File: config.mk
export PLATFORM = sky130hd
export DESIGN_NAME = lcdid_decoder
export DESIGN_NICKNAME = d
export VERILOG_FILES = /design/src/lcdid_pkg.sv /design/src/lcdid_ram_if.sv /design/src/lcdid_ram.sv /design/src/lcdid_blink.sv /design/src/lcdid_decoder.sv
export VERILOG_INCLUDE_DIRS = /design/src
export SDC_FILE = /design/constraint.sdc
export NUM_CORES = 2
export LEC_CHECK = 0
export ABC_AREA = 1
export BUFFER_PORTS_ARGS = -buffer_cell sky130_fd_sc_hd__buf_2
export CAP_MARGIN = 20
export CORE_MARGIN = 2
export CORE_UTILIZATION = 30
export DETAILED_ROUTE_END_ITERATION = 8
export SYNTH_ARGS = -nofsm -noshare
export SYNTH_HDL_FRONTEND = slang
export SYNTH_HIERARCHICAL = 1
export SYNTH_SLANG_ARGS = --single-unit
export TNS_END_PERCENT = 30
File: constraint.sdc
create_clock -name clk_i -period 31.5 [get_ports clk_i]
set_clock_uncertainty 0.2 [all_clocks]
set_input_delay 6.3 -clock clk_i [delete_from_list [all_inputs] [get_ports clk_i]]
set_output_delay 6.3 -clock clk_i [all_outputs]
set_load 0.02 [all_outputs]
File: src/lcdid_defs.svh
`ifndef LCDID_DEFS_SVH
`define LCDID_DEFS_SVH

// instruction encodings and fields
`define LCDID_CMD_CLEAR 8'h01
`define LCDID_CMD_HOME 7'h01
`define LCDID_CMD_ENTRY 6'h01
`define LCDID_CMD_DISP 5'h01
`define LCDID_CMD_SHIFT 4'h1
`define LCDID_CMD_FUNC 3'h1
`define LCDID_CMD_GADDR 2'h1
`define LCDID_BIT_DADDR 7
`define LCDID_BIT_ID 1
`define LCDID_BIT_S 0
`define LCDID_BIT_D 2
`define LCDID_BIT_C 1
`define LCDID_BIT_B 0
`define LCDID_BIT_SC 3
`define LCDID_BIT_RL 2

// display address map per line pair
`define LCDID_LINE1_END 7'h27
`define LCDID_LINE2_BEG 7'h40
`define LCDID_LINE2_END 7'h67
`define LCDID_LINE1_BEG 7'h00
`define LCDID_SHIFT_MAX 6'h27
`define LCDID_BLANK 8'h20
`define LCDID_FILL_LAST 8'hff

// reset values
`define LCDID_RST_ENTRY_ID 1'b1
`define LCDID_RST_ENTRY_S 1'b0

// timing
`define LCDID_CLK_NS 50
`define LCDID_T_CMD_NS 40000
`define LCDID_T_HOME_NS 1600000
`define LCDID_T_BLINK_NS 400000000
`define LCDID_CMD_CYC ((`LCDID_T_CMD_NS + `LCDID_CLK_NS - 1) / `LCDID_CLK_NS)
`define LCDID_HOME_CYC ((`LCDID_T_HOME_NS + `LCDID_CLK_NS - 1) / `LCDID_CLK_NS)
`define LCDID_BLINK_CYC (`LCDID_T_BLINK_NS / `LCDID_CLK_NS)

`endif

File: src/lcdid_pkg.sv
package lcdid_pkg;
  typedef enum logic [1:0] {ST_IDLE, ST_BUSY, ST_CLEAR} lcdid_state_t;
  typedef logic [6:0] lcdid_addr_t;
  typedef logic [7:0] lcdid_byte_t;
endpackage

File: src/lcdid_ram_if.sv
interface lcdid_ram_if;
  logic wr_en;
  logic glyph_sel;
  logic [7:0] addr;
  logic [7:0] wdata;
  logic [7:0] rdata;
  modport ctrl (output wr_en, output glyph_sel, output addr, output wdata, input rdata);
  modport mem (input wr_en, input glyph_sel, input addr, input wdata, output rdata);
endinterface

File: src/lcdid_ram.sv
module lcdid_ram
  import lcdid_pkg::*;
(
  input wire logic clk_i,
  lcdid_ram_if.mem ram
);
  logic [7:0] disp_mem [0:255];
  logic [7:0] glyph_mem [0:63];

  always_ff @(posedge clk_i)
  begin
    if (ram.wr_en && !ram.glyph_sel)
    begin
      disp_mem[ram.addr] <= ram.wdata;
    end
    if (ram.wr_en && ram.glyph_sel)
    begin
      glyph_mem[ram.addr[5:0]] <= ram.wdata;
    end
  end

  assign ram.rdata = ram.glyph_sel ? glyph_mem[ram.addr[5:0]] : disp_mem[ram.addr];
endmodule // lcdid_ram

File: src/lcdid_blink.sv
`include "lcdid_defs.svh"
module lcdid_blink
  import lcdid_pkg::*;
#(
  parameter int unsigned BLINK_CYC = `LCDID_BLINK_CYC
)
(
  input wire logic clk_i,
  input wire logic rst_n_i,
  input wire logic enable_i,
  output logic dark_o
);
  logic [22:0] cnt_r;
  localparam logic [22:0] LAST = 23'(BLINK_CYC - 1);

  // blink phase flips every interval
  always_ff @(posedge clk_i)
  begin
    if (!rst_n_i || !enable_i)
    begin
      cnt_r <= 23'h0;
      dark_o <= 1'b0;
    end
    else if (cnt_r == LAST)
    begin
      cnt_r <= 23'h0;
      dark_o <= !dark_o;
    end
    else
    begin
      cnt_r <= cnt_r + 23'h1;
    end
  end

  blink_period_a: assert property (@(posedge clk_i) disable iff (!rst_n_i)
    (enable_i && cnt_r == LAST && $past(enable_i)) |=> (dark_o != $past(dark_o)))
    else $error("blink phase did not flip at interval end");
endmodule // lcdid_blink

File: src/lcdid_decoder.sv
`include "lcdid_defs.svh"
module lcdid_decoder
  import lcdid_pkg::*;
#(
  parameter int unsigned HOME_CYC = `LCDID_HOME_CYC,
  parameter int unsigned BLINK_CYC = `LCDID_BLINK_CYC
)
(
  input wire logic clk_i,
  input wire logic rst_n_i,
  input wire logic register_select_i,
  input wire logic read_not_write_i,
  input wire logic strobe_i,
  input wire logic second_strobe_i,
  input wire logic four_line_i,
  input wire logic [7:0] parallel_bus_i,
  output logic [7:0] parallel_bus_o,
  output logic parallel_bus_oe_o,
  output logic busy_flag_o,
  output logic [6:0] address_pointer_o,
  output logic glyph_sel_o,
  output logic upper_pair_o,
  output logic [5:0] shift_offset_o,
  output logic display_on_o,
  output logic cursor_on_o,
  output logic blink_on_o,
  output logic blink_dark_o
);
  localparam logic [14:0] CMD_CYC = 15'(`LCDID_CMD_CYC);
  localparam logic [14:0] HOME_LAST = 15'(HOME_CYC - 1);

  logic [11:0] sync1_r;
  logic [11:0] sync2_r;
  logic strb_prev_r;
  logic pair_r;
  lcdid_state_t state_r;
  logic [14:0] busy_cnt_r;
  logic [7:0] fill_idx_r;
  logic fill_done_r;
  logic [7:0] instruction_latch_r;
  logic [7:0] data_latch_r;
  logic entry_id_r;
  logic entry_s_r;
  logic [6:0] ptr_nxt;

  wire logic rs = sync2_r[11];
  wire logic rd = sync2_r[10];
  wire logic strb = sync2_r[9] | sync2_r[8];
  wire logic [7:0] bus_d = sync2_r[7:0];
  wire logic strb_fall = strb_prev_r & ~strb;
  wire logic strb_rise = ~strb_prev_r & strb;
  wire logic accept = strb_fall & ~rd & (state_r == ST_IDLE);
  wire logic cmd_wr = accept & ~rs;
  wire logic data_wr = accept & rs;
  wire logic data_rd = strb_fall & rd & rs & (state_r == ST_IDLE);
  wire logic is_clear = (bus_d == `LCDID_CMD_CLEAR);
  wire logic is_home = (bus_d[7:1] == `LCDID_CMD_HOME);
  wire logic is_entry = (bus_d[7:2] == `LCDID_CMD_ENTRY);
  wire logic is_disp = (bus_d[7:3] == `LCDID_CMD_DISP);
  wire logic is_shift = (bus_d[7:4] == `LCDID_CMD_SHIFT);
  wire logic is_gaddr = (bus_d[7:6] == `LCDID_CMD_GADDR);
  wire logic is_daddr = bus_d[`LCDID_BIT_DADDR];

  lcdid_ram_if ram_bus ();

  lcdid_ram u_ram (
    .clk_i(clk_i),
    .ram(ram_bus.mem)
  );

  lcdid_blink #(.BLINK_CYC(BLINK_CYC)) u_blink (
    .clk_i(clk_i),
    .rst_n_i(rst_n_i),
    .enable_i(blink_on_o),
    .dark_o(blink_dark_o)
  );

  // pointer wrap inside a line pair
  function automatic logic [6:0] step_ptr(input logic [6:0] a, input logic up, input logic glyph);
    logic [6:0] r;
    r = up ? a + 7'h1 : a - 7'h1;
    if (glyph)
      r = {1'b0, r[5:0]};
    else if (up && a == `LCDID_LINE1_END)
      r = `LCDID_LINE2_BEG;
    else if (up && a == `LCDID_LINE2_END)
      r = `LCDID_LINE1_BEG;
    else if (!up && a == `LCDID_LINE2_BEG)
      r = `LCDID_LINE1_END;
    else if (!up && a == `LCDID_LINE1_BEG)
      r = `LCDID_LINE2_END;
    return r;
  endfunction

  // shift offset modulo line length, both lines of a pair together
  function automatic logic [5:0] step_shift(input logic [5:0] o, input logic left);
    logic [5:0] r;
    if (left)
      r = (o == `LCDID_SHIFT_MAX) ? 6'h0 : o + 6'h1;
    else
      r = (o == 6'h0) ? `LCDID_SHIFT_MAX : o - 6'h1;
    return r;
  endfunction

  // pin synchroniser
  always_ff @(posedge clk_i)
  begin
    if (!rst_n_i)
    begin
      sync1_r <= 12'h0;
      sync2_r <= 12'h0;
      strb_prev_r <= 1'b0;
    end
    else
    begin
      sync1_r <= {register_select_i, read_not_write_i, strobe_i, second_strobe_i,
                  parallel_bus_i};
      sync2_r <= sync1_r;
      strb_prev_r <= strb;
    end
  end

  // which controller half the strobe addresses
  always_ff @(posedge clk_i)
  begin
    if (!rst_n_i)
      pair_r <= 1'b0;
    else if (strb_rise)
      pair_r <= sync2_r[8] & four_line_i;
  end

  always_ff @(posedge clk_i)
  begin
    if (!rst_n_i)
    begin
      instruction_latch_r <= 8'h0;
      data_latch_r <= 8'h0;
    end
    else if (cmd_wr)
      instruction_latch_r <= bus_d;
    else if (data_wr)
      data_latch_r <= bus_d;
    else if (strb_rise && rd && rs)
      data_latch_r <= ram_bus.rdata;
  end

  always_ff @(posedge clk_i)
  begin
    if (!rst_n_i)
    begin
      state_r <= ST_IDLE;
      busy_cnt_r <= 15'h0;
    end
    else
    begin
      case (state_r)
        ST_IDLE:
        begin
          if (cmd_wr && (is_clear || is_home))
          begin
            state_r <= is_clear ? ST_CLEAR : ST_BUSY;
            busy_cnt_r <= HOME_LAST;
          end
          else if (accept || data_rd)
          begin
            state_r <= ST_BUSY;
            busy_cnt_r <= CMD_CYC - 15'h1;
          end
        end
        ST_BUSY, ST_CLEAR:
        begin
          // clear also waits for the fill to reach the last location
          if (busy_cnt_r != 15'h0)
            busy_cnt_r <= busy_cnt_r - 15'h1;
          else if (state_r == ST_BUSY || fill_done_r)
            state_r <= ST_IDLE;
        end
        default:
          state_r <= ST_IDLE;
      endcase
    end
  end

  // clear fills the whole display memory with blanks
  always_ff @(posedge clk_i)
  begin
    if (!rst_n_i || state_r != ST_CLEAR)
    begin
      fill_idx_r <= 8'h0;
      fill_done_r <= 1'b0;
    end
    else if (!fill_done_r)
    begin
      fill_idx_r <= fill_idx_r + 8'h1;
      fill_done_r <= (fill_idx_r == `LCDID_FILL_LAST);
    end
  end

  // ram port; shift command never writes
  always_comb
  begin
    ram_bus.wr_en = 1'b0;
    ram_bus.glyph_sel = glyph_sel_o;
    ram_bus.addr = glyph_sel_o ? {2'b00, address_pointer_o[5:0]} : {pair_r, address_pointer_o};
    ram_bus.wdata = data_latch_r;
    if (state_r == ST_CLEAR && !fill_done_r)
    begin
      ram_bus.wr_en = 1'b1;
      ram_bus.glyph_sel = 1'b0;
      ram_bus.addr = fill_idx_r;
      ram_bus.wdata = `LCDID_BLANK;
    end
    else if (data_wr)
    begin
      ram_bus.wr_en = 1'b1;
      ram_bus.wdata = bus_d;
    end
  end

  // address set, stepping, home, cursor move
  always_comb
  begin
    ptr_nxt = address_pointer_o;
    if (cmd_wr && (is_clear || is_home))
      ptr_nxt = 7'h0;
    else if (cmd_wr && is_daddr)
      ptr_nxt = bus_d[6:0];
    else if (cmd_wr && is_gaddr)
      ptr_nxt = {1'b0, bus_d[5:0]};
    else if (cmd_wr && is_shift)
      ptr_nxt = step_ptr(address_pointer_o, bus_d[`LCDID_BIT_RL], glyph_sel_o);
    else if (data_wr || data_rd)
      ptr_nxt = step_ptr(address_pointer_o, entry_id_r, glyph_sel_o);
  end

  always_ff @(posedge clk_i)
  begin
    if (!rst_n_i)
    begin
      address_pointer_o <= 7'h0;
      glyph_sel_o <= 1'b0;
      upper_pair_o <= 1'b0;
    end
    else
    begin
      address_pointer_o <= ptr_nxt;
      if (cmd_wr && (is_clear || is_home || is_daddr))
        glyph_sel_o <= 1'b0;
      else if (cmd_wr && is_gaddr)
        glyph_sel_o <= 1'b1;
      // clear on second strobe homes to line 3 when four_line_i is set
      if (cmd_wr && is_clear)
        upper_pair_o <= pair_r;
    end
  end

  // entry shift on writes only, offset wraps within pair
  always_ff @(posedge clk_i)
  begin
    if (!rst_n_i)
      shift_offset_o <= 6'h0;
    else if (cmd_wr && (is_clear || is_home))
      shift_offset_o <= 6'h0;
    else if (cmd_wr && is_shift && bus_d[`LCDID_BIT_SC])
      shift_offset_o <= step_shift(shift_offset_o, !bus_d[`LCDID_BIT_RL]);
    else if (data_wr && entry_s_r && !glyph_sel_o)
      shift_offset_o <= step_shift(shift_offset_o, entry_id_r);
  end

  always_ff @(posedge clk_i)
  begin
    if (!rst_n_i)
    begin
      entry_id_r <= `LCDID_RST_ENTRY_ID;
      entry_s_r <= `LCDID_RST_ENTRY_S;
      display_on_o <= 1'b0;
      cursor_on_o <= 1'b0;
      blink_on_o <= 1'b0;
    end
    else if (cmd_wr && is_entry)
    begin
      entry_id_r <= bus_d[`LCDID_BIT_ID];
      entry_s_r <= bus_d[`LCDID_BIT_S];
    end
    else if (cmd_wr && is_disp)
    begin
      display_on_o <= bus_d[`LCDID_BIT_D];
      cursor_on_o <= bus_d[`LCDID_BIT_C];
      blink_on_o <= bus_d[`LCDID_BIT_B];
    end
  end

  // read answers while strobe is high
  always_ff @(posedge clk_i)
  begin
    if (!rst_n_i)
    begin
      parallel_bus_o <= 8'h0;
      parallel_bus_oe_o <= 1'b0;
      busy_flag_o <= 1'b0;
    end
    else
    begin
      busy_flag_o <= (state_r != ST_IDLE);
      parallel_bus_oe_o <= strb & rd;
      if (strb_rise && rd && !rs)
        parallel_bus_o <= {state_r != ST_IDLE, address_pointer_o};
      else if (strb_rise && rd && rs)
        parallel_bus_o <= ram_bus.rdata;
    end
  end

  cmd_busy_a: assert property (@(posedge clk_i) disable iff (!rst_n_i)
    cmd_wr |=> ##1 busy_flag_o)
    else $error("command write did not raise busy");

  // ordinary command holds busy for full time
  busy_hold_a: assert property (@(posedge clk_i) disable iff (!rst_n_i)
    (cmd_wr && is_entry) |=> (state_r == ST_BUSY && busy_cnt_r == CMD_CYC - 15'h1))
    else $error("ordinary command busy time wrong");

  // status byte carries busy and pointer
  status_read_a: assert property (@(posedge clk_i) disable iff (!rst_n_i)
    (strb_rise && rd && !rs) |=> parallel_bus_o == {$past(state_r) != ST_IDLE,
                                                   $past(address_pointer_o)})
    else $error("status byte mismatch");

  addr_set_a: assert property (@(posedge clk_i) disable iff (!rst_n_i)
    (cmd_wr && is_daddr) |=> (address_pointer_o == $past(bus_d[6:0]) && !glyph_sel_o))
    else $error("address set not copied");

  home_zero_a: assert property (@(posedge clk_i) disable iff (!rst_n_i)
    (cmd_wr && is_home) |=> (address_pointer_o == 7'h0 && shift_offset_o == 6'h0))
    else $error("home did not zero pointer and shift");

  // line wrap from end of line 1
  line_wrap_a: assert property (@(posedge clk_i) disable iff (!rst_n_i)
    (data_wr && entry_id_r && !glyph_sel_o && address_pointer_o == `LCDID_LINE1_END)
    |=> address_pointer_o == `LCDID_LINE2_BEG)
    else $error("pointer did not wrap to line 2");

  read_noshift_a: assert property (@(posedge clk_i) disable iff (!rst_n_i)
    data_rd |=> $stable(shift_offset_o))
    else $error("read shifted the display");

  // shift offset stays within a line
  shift_range_a: assert property (@(posedge clk_i) disable iff (!rst_n_i)
    shift_offset_o <= `LCDID_SHIFT_MAX)
    else $error("shift offset beyond line length");

  busy_refuse_a: assert property (@(posedge clk_i) disable iff (!rst_n_i)
    (state_r != ST_IDLE) |-> !ram_bus.wr_en || state_r == ST_CLEAR)
    else $error("write accepted while busy");
endmodule // lcdid_decoder

==> impl_metrics.ini <==
[setup_path]
crit_fanout = 11
cp_top_family = flip-flops
cp-start-kind = register
cpMaxStageDelayCell = dfxtp_1
cp.arrival_ns = 1.76
cp_cell_sequence = buf_2
crit_buf_inv = 1
slowest_delay_ns = 0.69
critPathKind = register to output pin
cp-end-kind = output pin
cp.depth = 1
required_ns = 25.00
r2r_cells = 13

[sta]
max_freq_ghz = 0.121
hold_viol_final = 0
tightestPinTransition_ns = 1.17
holdWs_ns = 0.209
setup_viol = 0
period_share = 0.262
final-max-slew-violation-count = 0
max_slew_margin = 0.218
rsz0062_at_grt = no
fin_tns_setup_ns = 0
final.min_clock_period_ns = 8.26

[global_route]
grtUsageTotal = 0.159
grt_antenna_before_repair = 6
grt_pass1_wl_um = 443000
overflow = 0
first_global_vias = 66300
grt_max_degree = 205

[detailed_routing]
vias_per_cell = 4.88
ant_nets = 0
drc = 0
wl_per_cell_um = 20.8
vias = 70600
wl_um = 301000
drtIter0Drc = 7243
dr.pass1.iters = 6

[worst_hold_path]
whs_path_depth = 2
hp-class = register to register

[floorplan]
num_io_pins = 44
rows = 220
die-height_um = 605
die_area_mm2 = 0.367
core-area_mm2 = 0.359
start_util = 0.302
die_w_um = 605

[synthesis]
synthTopCellsByArea = edfxtp_1, nand2_1, nor2_1
ys_seq_elements = 2674
syn-cell-area_mm2 = 0.109
synth-main-ff-cell = edfxtp_1
yosysTopAreaCellShare = 0.708
async_flop_share = 0
yosysTopAreaCell = edfxtp_1
syn_nets = 9561
synthDistinctLibCells = 52
synthesis.instances = 9535
synth.avg_cell_area_um2 = 11.4
yosys_warnings = 6
synth-edff-count = 2560
yosysSeqAreaShare = 0.729

[placement]
hpwl_um = 167000
port_buffers = 43
gp_congestion = 0.839

[cts]
clk_pin_slew_ns = 0.06
cts.sinks = 2674
clk_latency_ns = 0.87
cts_setup_buffers = 0
ctsLongestPathBuffers = 4
cts_hold_buffers = 0
clockRootBuffer = clkbuf_16
cts_resized = 0
cts_tree = done
cts_buffers = 276
htreeDepth = 5

[final_layout]
syn_to_final_growth_pct = 12.7
drive_above_1_share = 0.0680
fillers = 35400
fin_util = 0.340
fin_nets = 9523

[run]
drv_cap = 0

[power_and_ir_drop]
vdd_drop_max_mv = 0.0488
p_leak_nw = 43.5
power.density_mw_per_mm2 = 61.8

[run_status]
status = finished, final reports clean
worst reg2reg max path, cell delays in order, from the launching register on:
cell	delay (ns)
dfxtp_1	0.36
inv_1	0.08
ha_1	0.21
nand2_1	0.45
clkinv_1	0.69
o21ai_4	0.78
nand2_4	0.24
inv_8	0.61
buf_4	0.79
buf_4	0.77
buf_4	0.70
nand3_2	0.67
buf_4	0.49
nor2_1	0.77
layout by cell type, fill, tap and decap left out, types with 41 or more instances in the layout:
cell          n
nand2_1    4171
nor2_1      747
buf_2        47
nand4_1     154
nand3_1     206
a22oi_1     265
clkbuf_16   290
clkinv_1     59
clkbuf_1     61
o21ai_0     156
inv_1       134
o21ai_1      57
clkinv_2     45
edfxtp_1   2560
dfxtp_1     114
buf_4       109
nor3_1       41
a21oi_1     228
layer usage:
layer  vias to the layer above  global-route usage  share of wire
met2                      2733               0.254           0.46
met5                         -                   0       0.000077
li1                      32500                   -              -
met3                       537              0.0280          0.079
met1                     34800               0.218           0.42
met4                         4              0.0551          0.033
synthesized netlist by cell type (13+ instances only):
library cell and n:
nand2_1 4174, edfxtp_1 2560, nor2_1 751, buf_2 288, a22oi_1 265, a21oi_1 234, nand3_1 222, o21ai_0 161
nand4_1 154, inv_1 134, clkbuf_1 119, dfxtp_1 114, o21ai_1 56, buf_1 44, nor3_1 41, buf_4 28
or2_2 27, xor2_1 20, a31oi_1 13
registers in the layout, indices dropped and copies added (netlist names), 2 cells and up:
register,flops
address_pointer_o,7
busy_cnt_r,15
data_latch_r,8
fill_idx_r,8
parallel_bus_o,8
shift_offset_o,6
state_r,2
sync1_r,12
sync2_r,12
u_blink/cnt_r,23
u_ram/disp_mem,2048
u_ram/glyph_mem,512
cell type report:
type | count | area, um2 | area share
clock buffers | 351 | 7490 | 0.0612
diodes | 7 | 17.5 | 0.000143
flip-flops and latches | 2674 | 79200 | 0.647
well taps | 4773 | 5970 | 0.0488
multi-input cells | 6217 | 26600 | 0.218
inverters | 154 | 616 | 0.00504
repair buffers | 174 | 1410 | 0.0116
clock inverters | 127 | 995 | 0.00814
power breakdown:
group | leakage (nW) | switching [mW] | internal [mW] | total (mW)
Combinational | 15.1 | 0.398 | 0.123 | 0.521
Sequential | 24.2 | 0.00851 | 3.90 | 3.91
Clock | 4.16 | 1.34 | 1.79 | 3.13
Total | 43.5 | 1.74 | 5.81 | 7.56
logic make-up after synthesis:
kind of cell,count (synthesis),share of synthesized area
AOI/OAI and AO/OA,753,0.0418
and+or+nand+nor,5421,0.197
muxes,1,0.0000922
DFF,2674,0.729
buffers and inverters,644,0.0274
adders and majority gates,11,0.00127
xor gates and xnor gates,31,0.00250
metrics by stage:
step           total power [mW]  instance area [um2]  cells  worst slack [ns]
5_1_grt                    7.78               122000  14500             23.04
6_report                   7.56               122000  14500             23.24
4_1_cts                    7.61               122000  14500             23.22
3_3_place_gp               4.50               114000  14000             22.75
2_1_floorplan              4.31               109000   9535             19.60
3_5_place_dp               4.50               114000  14000             22.79
final timing paths:
path	from	endpoint	slack, ns
worst min register to register	sync1_r[1]$_SDFF_PN0_	sync2_r[1]$_SDFF_PN0_	0.21
worst max register to register	state_r[0]$_SDFFE_PN0P_	u_ram/disp_mem[79][3]$_DFFE_PP_	23.35
worst max-delay path	address_pointer_o[5]$_SDFFE_PP0P_	address_pointer_o[5]	23.24
worst min-delay path	sync1_r[1]$_SDFF_PN0_	sync2_r[1]$_SDFF_PN0_	0.21
Note: power is estimated with default switching activity, not from simulation.
